<file path="src/core/e1pc_pkg.sv">
package e1pc_pkg;
  // Clock and interval timing
  localparam int CLK_HZ        = 40_000_000;
  localparam int LONG_MS       = 1000;                         // Long interval, 1 s
  localparam int SHORT_US      = 62_500;                       // Short interval, 62.5 ms
  localparam int LONG_CYCLES   = (CLK_HZ / 1000) * LONG_MS;
  localparam int SHORT_CYCLES  = (CLK_HZ / 1_000_000) * SHORT_US;
  localparam int TIMER_W       = 26;

  // Counter widths
  localparam int VIOL_W        = 16;
  localparam int CRC_W         = 10;
  localparam int FAR_END_BLOCK_ERROR_W        = 10;
  localparam int FAS_W         = 12;
  localparam logic [15:0] VIOL_MAX = 16'hFFFF;

  // Read port
  localparam int ADDR_W        = 8;
  localparam int DATA_W        = 8;
  localparam logic [7:0] ADDR_VIOL_HIGH      = 8'h00;
  localparam logic [7:0] ADDR_VIOL_LOW       = 8'h01;
  localparam logic [7:0] ADDR_CRC_FAS_HIGH   = 8'h02;
  localparam logic [7:0] ADDR_CRC_LOW        = 8'h03;
  localparam logic [7:0] ADDR_FAR_END_BLOCK_ERROR_FAS_LOW   = 8'h04;
  localparam logic [7:0] ADDR_FAR_END_BLOCK_ERROR_LOW       = 8'h05;
  localparam logic [7:0] READ_UNMAPPED       = 8'h00;

  // Field positions in the shared bytes
  localparam int FAS_HIGH_LSB  = 6;   // Count bits 11..6 go to byte bits 7..2
  localparam int SPLIT_LSB     = 8;   // Bits 9..8 of 10-bit counts go to byte bits 1..0
endpackage

</file>
<file path="src/core/e1pc_interval_timer.sv">
`timescale 1ns/1ps
`default_nettype none
module e1pc_interval_timer #(
  parameter int LONG_CYCLES  = e1pc_pkg::LONG_CYCLES,
  parameter int SHORT_CYCLES = e1pc_pkg::SHORT_CYCLES
) (
  input  wire logic clock,
  input  wire logic rst,
  input  wire logic intervalSelect,
  output var  logic tick
);
  typedef struct packed {
    logic [e1pc_pkg::TIMER_W-1:0] cnt;
    logic                         tick;
  } e1pc_timer_st_t;

  e1pc_timer_st_t st_reg;
  e1pc_timer_st_t st_next;
  logic [e1pc_pkg::TIMER_W-1:0] lastCount;

  // Limits must fit the counter and give at least two cycles per interval
  if (LONG_CYCLES < 2 || SHORT_CYCLES < 2 || LONG_CYCLES >= (1 << e1pc_pkg::TIMER_W) ||
      SHORT_CYCLES >= (1 << e1pc_pkg::TIMER_W)) begin : g_bad_limits
    $error("interval timer limits out of range");
  end

  // Terminal count follows the select; a switch to the short interval ends a long run already past the short count at once
  always_comb begin
    lastCount = intervalSelect ? e1pc_pkg::TIMER_W'(SHORT_CYCLES - 1)
                               : e1pc_pkg::TIMER_W'(LONG_CYCLES - 1);
    st_next = st_reg;
    st_next.tick = 1'b0;
    if (st_reg.cnt >= lastCount) begin
      st_next.cnt  = '0;
      st_next.tick = 1'b1;
    end else begin
      st_next.cnt = st_reg.cnt + e1pc_pkg::TIMER_W'(1);
    end
  end

  // State register
  always_ff @(posedge clock or posedge rst) begin
    if (rst) begin
      st_reg <= '0;
    end else begin
      st_reg <= st_next;
    end
  end

  assign tick = st_reg.tick;
endmodule
`default_nettype wire

</file>
<file path="src/core/e1pc_error_counters.sv">
`timescale 1ns/1ps
`default_nettype none
module e1pc_error_counters #(
  parameter int LONG_CYCLES  = e1pc_pkg::LONG_CYCLES,
  parameter int SHORT_CYCLES = e1pc_pkg::SHORT_CYCLES
) (
  input  wire logic                        clock,
  input  wire logic                        rst,
  input  wire logic                        intervalSelect,
  input  wire logic                        violationTypeSelect,
  input  wire logic                        receiveLineCodeSelect,
  input  wire logic                        rxBitValid,
  input  wire logic                        rxPosMark,
  input  wire logic                        rxNegMark,
  input  wire logic                        crcErrorPulse,
  input  wire logic                        eBitStrobe,
  input  wire logic                        eBitValue,
  input  wire logic                        fasErrorPulse,
  input  wire logic                        receiveSyncLossStatus,
  input  wire logic                        crcMultiframeSyncLoss,
  input  wire logic [e1pc_pkg::ADDR_W-1:0] rdAddr,
  output var  logic [e1pc_pkg::DATA_W-1:0] rdData,
  output var  logic                        oneSecondTimerFlag
);
  typedef struct packed {
    logic [e1pc_pkg::VIOL_W-1:0] violRun;
    logic [e1pc_pkg::VIOL_W-1:0] violHeld;
    logic [e1pc_pkg::CRC_W-1:0]  crcRun;
    logic [e1pc_pkg::CRC_W-1:0]  crcHeld;
    logic [e1pc_pkg::FAR_END_BLOCK_ERROR_W-1:0] febeRun;
    logic [e1pc_pkg::FAR_END_BLOCK_ERROR_W-1:0] febeHeld;
    logic [e1pc_pkg::FAS_W-1:0]  fasRun;
    logic [e1pc_pkg::FAS_W-1:0]  fasHeld;
    logic                        haveMark;
    logic                        lastMarkPos;
    logic                        haveBpv;
    logic                        lastBpvPos;
    logic [1:0]                  zeroRun;
    logic [e1pc_pkg::DATA_W-1:0] rdData;
    logic                        secFlag;
  } e1pc_state_t;

  e1pc_state_t st_reg;
  e1pc_state_t st_next;

  logic tick;
  logic mark;
  logic bpv;
  logic hdb3Codeword;
  logic codeViol;
  logic violInc;
  logic crcInc;
  logic febeInc;
  logic fasInc;
  logic framingLost;

  // Short interval must not outlast the long one, and both need two cycles
  if (SHORT_CYCLES < 2 || LONG_CYCLES < SHORT_CYCLES) begin : g_bad_intervals
    $error("error counter interval limits out of range");
  end

  // Interval boundary source
  e1pc_interval_timer #(
    .LONG_CYCLES  (LONG_CYCLES),
    .SHORT_CYCLES (SHORT_CYCLES)
  ) u_timer (
    .clock          (clock),
    .rst            (rst),
    .intervalSelect (intervalSelect),
    .tick           (tick)
  );

  // Line symbol classification; a symbol with both marks is treated as positive
  always_comb begin
    mark = rxBitValid && (rxPosMark || rxNegMark);
    bpv = mark && st_reg.haveMark && (rxPosMark == st_reg.lastMarkPos);
    // 000V and B00V both show two zeros before V
    hdb3Codeword = bpv && receiveLineCodeSelect && (st_reg.zeroRun >= 2'd2);
    // Two violations in a row with the same polarity
    codeViol = bpv && st_reg.haveBpv && (rxPosMark == st_reg.lastBpvPos);
    // No sync term gates the violation count
    violInc = violationTypeSelect ? codeViol : (bpv && !hdb3Codeword);
  end

  // Event qualification for the framed counters
  always_comb begin
    // Frame or CRC multiframe loss gates CRC and far-end counting
    framingLost = receiveSyncLossStatus || crcMultiframeSyncLoss;
    crcInc = crcErrorPulse && !framingLost;
    // The framer strobes the E bits of frames 13 and 15
    febeInc = eBitStrobe && !eBitValue && !framingLost;
    // Alignment errors ignored while sync is lost
    fasInc = fasErrorPulse && !receiveSyncLossStatus;
  end

  // Next-state logic: counting, latching and read path
  always_comb begin
    st_next = st_reg;
    st_next.secFlag = tick;

    // Line history for violation classification
    if (mark) begin
      st_next.haveMark    = 1'b1;
      st_next.lastMarkPos = rxPosMark;
      st_next.zeroRun     = 2'd0;
    end else if (rxBitValid && st_reg.zeroRun != 2'd3) begin
      st_next.zeroRun = st_reg.zeroRun + 2'd1;
    end
    if (bpv) begin
      st_next.haveBpv    = 1'b1;
      st_next.lastBpvPos = rxPosMark;
    end

    if (tick) begin
      // Copy including this cycle's event, restart from it
      // All four counts refresh on the same boundary
      st_next.violHeld = (violInc && st_reg.violRun != e1pc_pkg::VIOL_MAX)
                         ? st_reg.violRun + e1pc_pkg::VIOL_W'(1) : st_reg.violRun;
      st_next.crcHeld  = st_reg.crcRun + e1pc_pkg::CRC_W'(crcInc);
      st_next.febeHeld = st_reg.febeRun + e1pc_pkg::FAR_END_BLOCK_ERROR_W'(febeInc);
      st_next.fasHeld  = st_reg.fasRun + e1pc_pkg::FAS_W'(fasInc);
      st_next.violRun  = e1pc_pkg::VIOL_W'(violInc);
      st_next.crcRun   = e1pc_pkg::CRC_W'(crcInc);
      st_next.febeRun  = e1pc_pkg::FAR_END_BLOCK_ERROR_W'(febeInc);
      st_next.fasRun   = e1pc_pkg::FAS_W'(fasInc);
    end else begin
      // Hold at full scale, never wrap
      if (violInc && st_reg.violRun != e1pc_pkg::VIOL_MAX) begin
        st_next.violRun = st_reg.violRun + e1pc_pkg::VIOL_W'(1);
      end
      // Short counts cannot fill within one second, so they simply count
      st_next.crcRun  = st_reg.crcRun + e1pc_pkg::CRC_W'(crcInc);
      st_next.febeRun = st_reg.febeRun + e1pc_pkg::FAR_END_BLOCK_ERROR_W'(febeInc);
      st_next.fasRun  = st_reg.fasRun + e1pc_pkg::FAS_W'(fasInc);
    end

    // Read path, one cycle behind the address; host must fetch before the next boundary
    case (rdAddr)
      // Violation count high and low bytes
      e1pc_pkg::ADDR_VIOL_HIGH:    st_next.rdData = st_reg.violHeld[15:8];
      e1pc_pkg::ADDR_VIOL_LOW:     st_next.rdData = st_reg.violHeld[7:0];
      // Alignment high bits over CRC top bits
      e1pc_pkg::ADDR_CRC_FAS_HIGH: st_next.rdData = {st_reg.fasHeld[11:e1pc_pkg::FAS_HIGH_LSB],
                                                     st_reg.crcHeld[9:e1pc_pkg::SPLIT_LSB]};
      e1pc_pkg::ADDR_CRC_LOW:      st_next.rdData = st_reg.crcHeld[7:0];
      // Alignment low bits over far-end top bits
      e1pc_pkg::ADDR_FAR_END_BLOCK_ERROR_FAS_LOW: st_next.rdData = {st_reg.fasHeld[e1pc_pkg::FAS_HIGH_LSB-1:0],
                                                     st_reg.febeHeld[9:e1pc_pkg::SPLIT_LSB]};
      e1pc_pkg::ADDR_FAR_END_BLOCK_ERROR_LOW:     st_next.rdData = st_reg.febeHeld[7:0];
      default:                     st_next.rdData = e1pc_pkg::READ_UNMAPPED;
    endcase
  end

  // State register
  always_ff @(posedge clock or posedge rst) begin
    if (rst) begin
      st_reg <= '0;
    end else begin
      st_reg <= st_next;
    end
  end

  // Flag pulses for one cycle per interval
  assign oneSecondTimerFlag = st_reg.secFlag;
  assign rdData             = st_reg.rdData;
endmodule
`default_nettype wire

</file>
<file path="config.mk">
export PLATFORM = sky130hd
export DESIGN_NAME = e1pc_error_counters
export DESIGN_NICKNAME = d
export VERILOG_FILES = /design/src/core/e1pc_pkg.sv /design/src/core/e1pc_interval_timer.sv /design/src/core/e1pc_error_counters.sv
export SDC_FILE = /design/constraint.sdc
export NUM_CORES = 1
export LEC_CHECK = 0
export BUFFER_PORTS_ARGS = -buffer_cell sky130_fd_sc_hd__buf_2
export CAP_MARGIN = 20
export CELL_PAD_IN_SITES_DETAIL_PLACEMENT = 0
export CELL_PAD_IN_SITES_GLOBAL_PLACEMENT = 1
export CORE_AREA = 8 8 124 126
export CTS_CLUSTER_DIAMETER = 80
export DETAILED_ROUTE_END_ITERATION = 10
export DIE_AREA = 0 0 132 134
export GPL_ROUTABILITY_DRIVEN = 0
export PLACE_DENSITY_LB_ADDON = 0.12
export REMOVE_ABC_BUFFERS = 1
export SYNTH_ARGS = -nofsm -noshare
export SYNTH_HDL_FRONTEND = slang
export SYNTH_HIERARCHICAL = 1
export SYNTH_SLANG_ARGS = --single-unit
</file>
<file path="constraint.sdc">
create_clock -name clock -period 7.1 [get_ports clock]
set_clock_uncertainty 0.1 [all_clocks]
set_input_delay 0 -clock clock [delete_from_list [all_inputs] [get_ports clock]]
set_output_delay 0 -clock clock [all_outputs]
set_load 0.01 [all_outputs]
</file>
# ---- Yosys cells after proc, flatten, opt, wreduce, memory -nomap -nowiden
# Cells that the tools add are included.
dict set report totals {
  reg_bits 138
  inputBits 22
  output_inout_bits 9
  wordCells 68
}
dict set report classes {
  add_sub_neg 6
  magnitude_cmp 2
  n_eq_ne 9
  mux 12
  n_reduce_logical 22
}
# op count
set op_table {}
lappend op_table {{$mux 26} 2}
lappend op_table {{$pmux 8 s6} 1}
lappend op_table {{$mux 16} 2}
lappend op_table {{$add 26x1->26 const B} 1}
lappend op_table {{$ge 26x26->1} 1}
lappend op_table {{$add 10x1->10} 2}
lappend op_table {{$mux 10} 2}
lappend op_table {{$add 16x1->16 const B} 1}
lappend op_table {{$eq 8x2->1 const B} 2}
lappend op_table {{$eq 8x3->1 const B} 2}
lappend op_table {{$ne 16x16->1 const B} 1}
lappend op_table {{$logic_and 1x1->1} 14}
lappend op_table {{$add 12x1->12} 1}
lappend op_table {{$mux 12} 1}
lappend op_table {{$eq 8x1->1 const B} 1}
lappend op_table {{$logic_not 8->1} 1}
lappend op_table {{$logic_not 1->1} 4}
lappend op_table {{$mux 2} 2}
lappend op_table {{$add 2x1->2 const B} 1}
lappend op_table {{$eq 1x1->1} 2}
lappend op_table {{$ge 2x2->1 const B} 1}
lappend op_table {{$logic_or 1x1->1} 2}
lappend op_table {{$mux 1} 2}
lappend op_table {{$ne 2x2->1 const B} 1}
lappend op_table {{$reduce_bool 2->1} 1}

# ---- Depth between registers and ports, before layout
# Gate-level depths: netlist (run 1).
dict set report logic_depth {
  depth_word 12
  depth_mapped 8
  ltp_nobuf 8
}

# ---- Cells and area by module
# Netlist (run 1), hierarchy kept.
# module instances cells_each area_each_um2 seq_area_each_um2
set by_module_without_submodules {}
lappend by_module_without_submodules {e1pc_error_counters 1 499 5141.2 2777.7}
lappend by_module_without_submodules {e1pc_interval_timer 1 158 1541.5 675.6}

# ---- Least setup slack after synthesis (run 1)
# OpenSTA, ideal clock, no wires.
dict set report synth_path {
  kind {register to register}
  startpoint {register, netlist name st_reg[9]}
  endpoint {register, netlist name st_reg[89]}
  setup_time_ns 0.082
  arrival_time_ns 2.030
  required_ns 6.918
  path_slack_ns 4.888
  path_stages_with_launch 9
  path_buffers 1
  period_less_slack_ns 2.212
  cell_sequence {dfrtp_1 > inv_1 > ha_1 > o21a_1 > o22a_1 > or3_4 > buf_6 > or4_1 > a31oi_1}
}

==> flow_summary.toml, run 1 <==
[routing]
vias = 4756
wl_per_cell_um = 15.8
ant_nets = 0
drc = 0
wl_um = 13900
drt_iter0_markers = 274
drtPass1Iterations = 4
viasPerCell = 5.40

[floorplan]
fp.coreArea_um2 = 13500
die_h_um = 134
die_w_um = 132
rows = 43
io_pins = 31
start_util_pct = 49.5
die_area_um2 = 17700

[setup_path]
regToRegSetupSlack_ns = 4.59
r2r-start = "st_reg[9]"
crit_required_ns = 7.34
cp-start-kind = "register"
critPathKind = "register to register"
crit_path_end_kind = "register"
arrival_ns = 2.74
r2r_end = "st_reg[87]"
path_max_fanout = 12
r2r_cells = 7

[min_path]
worst_hold_path_type = "primary input to async pin"

[clocking]
cts.path.max_buffers = 2
cts_setup_buffers = 0
clk-insertion-delay-late_ns = 0.42
cts_buffers = 17
h-tree-depth = 4
cts_sinks = 138
ctsResizeCount = 0
cts_tree = "done"
path_clk_slew_ns = 0.06
root_buffer = "clkbuf_16"

[run_status]
status = "finished clean"

[global_route]
antenna_found_initial = 0
grt.overflow.total = 0
grt_pass1_wl_um = 23500
track_usage_pct = 16.5
grt_max_degree = 86
grt_pass1_vias = 4743

[power]
ir_drop_mv = 0.158
power_density_nw_per_um2 = 254
leakage_nw = 3.55

[place]
dp_cells = 831
post-dp-hpwl_um = 9300
io_buffers = 30
placed_cell_area_um2 = 6900
pre_cts_slack_ns = 4.61

[synth]
synth-async-reset-ratio_pct = 100
yosys_warnings = 6
synth_cells = 657
syn_area_per_cell_um2 = 10.2
yosys.area.top_type_share_pct = 51.7
yosysSeqAreaShare_pct = 51.7
yosys-top-cells-area = "dfrtp_1, nor2_1, a21oi_1"
synth.distinct_cells = 52
synth_ff_type = "dfrtp_1"
synth_seq_cells = 138
syn_area_um2 = 6680
synth_edf_count = 0
synth.largest_area_cell = "dfrtp_1"

[timing]
worst_slack_ns = 4.59
setup_tns_ns = 0
drv_slew = 0
slew_headroom_pct = 38.3
finalSetupViolCount = 0
period_minus_slack_ns = 2.51
hold_viol = 0
rsz0062_at_grt = "false"
fin_crit_sh_pct = 35.3
worst_pin_slew_ns = 0.922
max_freq_ghz = 0.399

[cells_and_area]
layout.cells.non_filler = 880
syn_to_final_growth_pct = 14.6
largest_reg_flops = 102
post-route-util_pct = 56.7
fin_nets = 730
diodes = 0
final_area_um2 = 7660
drive_gt1_share_pct = 13.6

[flow_run]
maxCapViolations = 0
-- cell usage in the layout, fill, tap and decap left out, drive strengths merged, types with 3 or more instances in the layout --
cell	n
inv	12
xor2	31
clkinv	5
clkbuf	24
nor4	14
ha	20
nand3	26
nor2b	4
and2	5
nand2b	3
nand2	33
dfrtp	138
a221oi	4
dlygate4sd3	17
or4	4
and3	7
mux2i	3
nor3	6
xnor2	29
o31ai	4
nand4	17
and4	6
buf	34
a22o	7
mux2	23
a31oi	5
a22oi	4
or3	6
a21oi	55
nor2	122
o21ai	9
nor4b	4
-- through the flow --
step,hold slack (ns),power [mW]
floorplan,-0.0473,1.04
detailed placement,0.0771,1.11
finish,0.0294,1.95
global route,0.0493,2.04
CTS,0.0236,1.97
global placement,0.0789,1.10
-- cell usage after synthesis (3+ instances only) --
master / count
buf_2: 6
ha_1: 20
nor4_1: 12
nand4_1: 17
and3_1: 7
buf_4: 8
xor2_1: 31
nand3_1: 24
clkbuf_1: 20
nor4b_1: 3
or4_1: 4
a221oi_1: 4
a21oi_1: 55
mux2_2: 23
o21ai_0: 9
nand2b_1: 3
and4_1: 6
a31oi_1: 5
mux2i_1: 3
nand2_1: 33
nor3_1: 6
nor2b_1: 4
a22oi_1: 4
o31ai_1: 4
a22o_1: 7
nor2_1: 122
inv_1: 12
xnor2_1: 29
or3_1: 5
and2_1: 5
dfrtp_1: 138
buf_1: 4
-- how the worst max path moves through the flow --
stage                       startpoint           to  depth (start not counted)
after floorplan           u_timer/tick   st_reg[15]                          1
after global placement       st_reg[9]   st_reg[87]                          7
after detailed placement     st_reg[9]  st_reg[103]                          7
after CTS                    st_reg[9]   st_reg[87]                          7
after global routing         st_reg[9]  st_reg[103]                          7
final                        st_reg[9]   st_reg[87]                          7
-- layer usage --
metal	up-vias	wire length, um	global-route usage (%)
met2	70	6870	27.4
met4	0	239	6.57
met3	16	474	4.11
met1	2316	6330	20.4
met5	-	0	0
li1	2354	-	-
-- area by class of cell --
type                            instances  area, um2
Timing Repair Buffer                   51        370
Tap cell                              180        225
Sequential cell                       138       3460
Fill cell                            1222       5840
Inverter                               12       47.5
Multi-Input combinational cell        468       2990
Clock buffer                           24        502
Clock inverter                          7       66.3
-- critical path: stages, from the launching register on --
cell and delay (ns):
dfrtp_1 0.39, inv_1 0.06, ha_1 0.19, o21a_1 0.18, o22a_1 0.32, or3_4 0.50, or4_1 0.51, a31oi_1 0.18
-- what timing repair did --
action                                  4_1_cts  5_1_grt
hold buffers                                 17        0
endpoints found under the hold margin        98        0
endpoints found under the setup margin        0        0
-- kinds of logic (layout without fill, tap and decap cells) --
family          count (synthesis)  count (layout)  synth area share (%)
mux                            26              26                  4.33
simple gates                  263             263                  19.8
buf+inv                        51              94                  3.54
fa+ha+maj                      20              20                  3.74
xor+xnor                       60              60                  7.86
compound gates                 99              99                  9.02
flops                         138             138                  51.7
-- power by group --
group	total (mW)	switching, mW	internal (mW)
Sequential	0.910	0.0551	0.855
Clock	0.845	0.321	0.524
Combinational	0.191	0.104	0.0874
Total	1.95	0.480	1.47
No activity file was read; power rests on OpenSTA's default activity.
==> run 2, diff against run 1 <==
CORE_AREA = 8 8 133 135   (was 8 8 124 126)
DIE_AREA = 0 0 141 143   (was 0 0 132 134)
clock period = 2.05 ns   (was 7.1 ns; I/O delays follow)
==> run 2 against run 1 <==
The flow now finishes with violations (hold timing, setup timing). Die area is 14% higher. Total power grew to 3.8 times the previous value. Register-to-register slack worse by 4.7 ns. Setup slack worse by 4.7 ns. Hold slack worse by 0.055 ns. Largest power group is now the clock network. Highest routed layer unchanged.
==> flow_summary.toml, run 2 (synthesis results as in run 1) <==
[setup_path]
critPathKind = "register to register"
crit_path_end_kind = "register"
arrival_ns = 2.40
path_max_fanout = 7
crit_chain = "inv_1 -> ha_2 -> o21a_1 -> o22a_1 -> or3_4 -> or4_4 -> a31oi_1"
cp-start-kind = "register"
path_buf_inv = 1
regToRegSetupSlack_ns = -0.11
cp_slowest_stage_delay_ns = 0.51
critPathSlowestCell = "or4_4"
cpLargestDelayFamily = "simple AND/OR/NAND/NOR gates"
crit_required_ns = 2.29

[clocking]
clk-insertion-delay-late_ns = 0.42
cts.path.max_buffers = 2
cts_sinks = 138
path_clk_slew_ns = 0.06
cts_tree = "done"
h-tree-depth = 4
root_buffer = "clkbuf_16"
cts_buffers = 17

[global_route]
track_usage_pct = 15.6
grt_pass1_wl_um = 24900
grt_pass1_vias = 4915
grt_max_degree = 58
grt.overflow.total = 0
antenna_found_initial = 0

[routing]
drtPass1Iterations = 4
vias = 4887
wl_per_cell_um = 15.5
ant_nets = 0
drc = 0
wl_um = 14800
viasPerCell = 5.13
drt_iter0_markers = 274

[power]
leakage_nw = 3.78
power_density_nw_per_um2 = 891
ir_drop_mv = 0.664
finalPower_mw = 7.31

[place]
pre_cts_slack_ns = -0.126
dp_cells = 908
io_buffers = 30
post-dp-hpwl_um = 10300

[floorplan]
io_pins = 31
fp.coreArea_um2 = 15600
start_util_pct = 42.8
die_w_um = 141
die_h_um = 143
rows = 46
die_area_um2 = 20200

[timing]
hold_viol = 1
drv_slew = 0
rsz0062_at_grt = "true"
slew_headroom_pct = 54.8
timing.hold.ws_ns = -0.0254
finalSetupViolCount = 6
setup_tns_ns = -0.345
period_minus_slack_ns = 2.16
worst_pin_slew_ns = 0.678
worst_slack_ns = -0.108
fin_crit_sh_pct = 105
max_freq_ghz = 0.463

[run_status]
status = "finished with violations"
violations = "hold timing, setup timing"

[cells_and_area]
layout.cells.non_filler = 953
final_common_cell = "dfrtp_1"
largest_reg_flops = 102
drive_gt1_share_pct = 21.2
diodes = 0
fin_nets = 766
syn_to_final_growth_pct = 22.7
final_cell_mix = "dfrtp_1, nor2_1, a21oi_1, buf_4, nand2_1"

[flow_run]
maxCapViolations = 0

[min_path]
worst_hold_path_type = "primary input to register"
## run 2: changes by cell type in the layout (fill, tap and decap cells not counted), sizes merged
cell	change
clkbuf	+1
buf	+42
clkinv	-3
dlygate4sd3	-6
clkinvlp	-1
bufinv	+4
## run 2: layout make-up
cell class              instances  area, um2
flip-flops and latches        138       3460
multi-input cells             468       3120
repair buffers                 87        651
clock buffers                  25        495
fillers                      1446       7400
well taps                     216        270
clock inverters                 7        160
inverters                      12       47.5
## run 2: routing by layer
layer / global-route usage [%] / wire [um] / up-vias
met5: 0 / 0 / -
met4: 6.17 / 238 / 0
met3: 3.41 / 579 / 15
met2: 24.2 / 6620 / 75
met1: 20.9 / 7370 / 2375
li1: - / - / 2422
## run 2: stage by stage
step | util (%) | area, um2
final | 52.6 | 8200
after floorplan | - | 6490
after CTS | 51.7 | 8070
after detailed placement | 46.7 | 7290
after global placement | 46.7 | 7290
after global routing | 52.6 | 8200
## run 2: worst paths after layout
kind	startpoint	to	cells after the start
worst min register to register	st_reg[12]	st_reg[12]	1
worst max register to register	st_reg[9]	st_reg[87]	7
worst max-delay path	st_reg[9]	st_reg[87]	7
max in group asynchronous	rst	st_reg[36]	4
worst min-delay path	crcErrorPulse	st_reg[69]	3
min in group asynchronous	rst	u_timer/st_reg[9]	4
## run 2: repair_timing
item	CTS	global route
endpoints found under the setup margin	6	48
gates resized for setup	4	22
hold buffers	11	0
endpoints found under the hold margin	85	0
cloned	0	0
pin swaps	3	9
buffers inserted	0	2
## run 2: tightest hold or removal path, stage by stage
cell and delay, ns:
buf_2 0.09, nor3b_2 0.20, mux2_2 0.18
## run 2: power breakdown
group / total (mW) / switching (mW) / internal (mW)
combinational: 0.776 / 0.418 / 0.358
sequential: 3.12 / 0.165 / 2.96
clock: 3.41 / 1.12 / 2.29
total: 7.31 / 1.70 / 5.60
==> run 3, diff against run 2 <==
SKIP_CTS_REPAIR_TIMING = 1   (was not set)
==> run 3 against run 2 <==
The flow still finishes with violations (hold timing, setup timing). Core utilization grew 0.25 points. Count of clock-buffer cells in the layout is the same. Register-to-register slack lost 0.04 ns. Cell count grew 0.10%. Critical path depth shrank 1. Combinational power grew 8.4%. Clock power is essentially flat. Global-route usage shrank 0.17 points. Via count shrank 0.12%. Flip-flop and latch count is the same. Largest power group unchanged.
==> flow_summary.toml, run 3 (synthesis results as in run 1) <==
[run_status]
status = "finished with violations"
violations = "hold timing, setup timing"

[setup_path]
crit_chain = "ha_2 -> o21a_1 -> o22a_1 -> or3_4 -> or4_4 -> a31oi_1"
critPathKind = "register to register"
path_buf_inv = 0
cp_slowest_stage_delay_ns = 0.56
crit_required_ns = 2.29
cpLargestDelayFamily = "simple AND/OR/NAND/NOR gates"
cp-start-kind = "register"
crit_path_end_kind = "register"
path_max_fanout = 5
arrival_ns = 2.43
critPathSlowestCell = "or4_4"

[cells_and_area]
largest_reg_flops = 102
final_cell_mix = "dfrtp_1, nor2_1, a21oi_1, buf_4, nand2_1"
layout.cells.non_filler = 954
syn_to_final_growth_pct = 23.3
final_common_cell = "dfrtp_1"
diodes = 0
final_area_um2 = 8240
fin_nets = 767
drive_gt1_share_pct = 21.7

[clocking]
root_buffer = "clkbuf_16"
cts_buffers = 17
h-tree-depth = 4
clk-insertion-delay-late_ns = 0.42
path_clk_slew_ns = 0.06
cts.path.max_buffers = 2
cts_sinks = 138
cts_tree = "done"

[global_route]
antenna_found_initial = 0
track_usage_pct = 15.4
grt_pass1_wl_um = 24600
grt.overflow.total = 0
grt_pass1_vias = 4840
grt_max_degree = 58

[floorplan]
die_area_um2 = 20200
io_pins = 31
die_w_um = 141
rows = 46
fp.coreArea_um2 = 15600
start_util_pct = 42.8
die_h_um = 143

[place]
placed_cell_area_um2 = 7290
dp_cells = 908
post-dp-hpwl_um = 10300
io_buffers = 30

[timing]
drv_slew = 0
finalSetupViolCount = 8
slew_headroom_pct = 55.1
hold_viol = 1
worst_slack_ns = -0.147
max_freq_ghz = 0.455
rsz0062_at_grt = "true"
period_minus_slack_ns = 2.20
fin_crit_sh_pct = 107
timing.hold.ws_ns = -0.00845
worst_pin_slew_ns = 0.674

[power]
ir_drop_mv = 0.665
finalPower_mw = 7.38
power_density_nw_per_um2 = 895
leakage_nw = 3.79

[routing]
viasPerCell = 5.12
wl_um = 14900
wl_per_cell_um = 15.6
drt_iter0_markers = 240
drc = 0
ant_nets = 0
drtPass1Iterations = 5
vias = 4881

[flow_run]
maxCapViolations = 0

[min_path]
worst_hold_path_type = "primary input to register"
==> run 3: cell types whose count changed in the layout (fill, tap and decap cells not counted), sizes merged <==
cell,change
dlygate4sd3,-1
buf,+2
==> run 3: worst reg2reg max path, stage by stage, from the launching register on <==
cell	delay [ns]
dfrtp_1	0.38
ha_2	0.18
o21a_1	0.16
o22a_1	0.17
or3_4	0.42
or4_4	0.56
a31oi_1	0.16
==> run 3: where the power goes <==
| part | leakage [nW] | switching (mW) | internal, mW |
|---|---|---|---|
| clock | 0.321 | 1.11 | 2.29 |
| sequential | 1.81 | 0.177 | 2.96 |
| combinational | 1.66 | 0.440 | 0.401 |
==> run 3: stage by stage <==
stage | utilization, % | setup slack (ns) | setup TNS [ns]
after floorplan | - | -1.02 | -187.85
after global placement | 46.7 | -0.120 | -0.493
after detailed placement | 46.7 | -0.126 | -0.591
after CTS | 50.9 | -0.173 | -0.568
after global routing | 52.8 | -0.209 | -1.27
final | 52.8 | -0.147 | -0.506
==> run 3: final timing paths <==
check / slack (ns) / depth (start not counted) / endpoint / start
worst min-delay path: -0.008 / 4 / rdData[6] / rdAddr[6]
worst max-delay path: -0.15 / 6 / st_reg[87] / st_reg[10]
worst max register to register: -0.15 / 6 / st_reg[87] / st_reg[10]
worst min register to register: 0.38 / 1 / st_reg[12] / st_reg[12]
min in group asynchronous: 0.12 / 4 / u_timer/st_reg[9] / rst
max in group asynchronous: 1.07 / 4 / st_reg[36] / rst
==> run 3: layout make-up <==
type,instances,area (um2)
flip-flops and latches,138,3460
multi-input cells,468,3150
inverters,12,47.5
repair buffers,88,659
fillers,1438,7360
clock buffers,25,495
clock inverters,7,160
well taps,216,270
==> run 3: routing by layer <==
metal	vias to the layer above	GRT usage, %	part of all wire, %
li1	2426	-	-
met3	15	3.41	3.7
met4	0	6.17	1.6
met1	2382	20.8	49
met5	-	0	0
met2	58	23.7	45
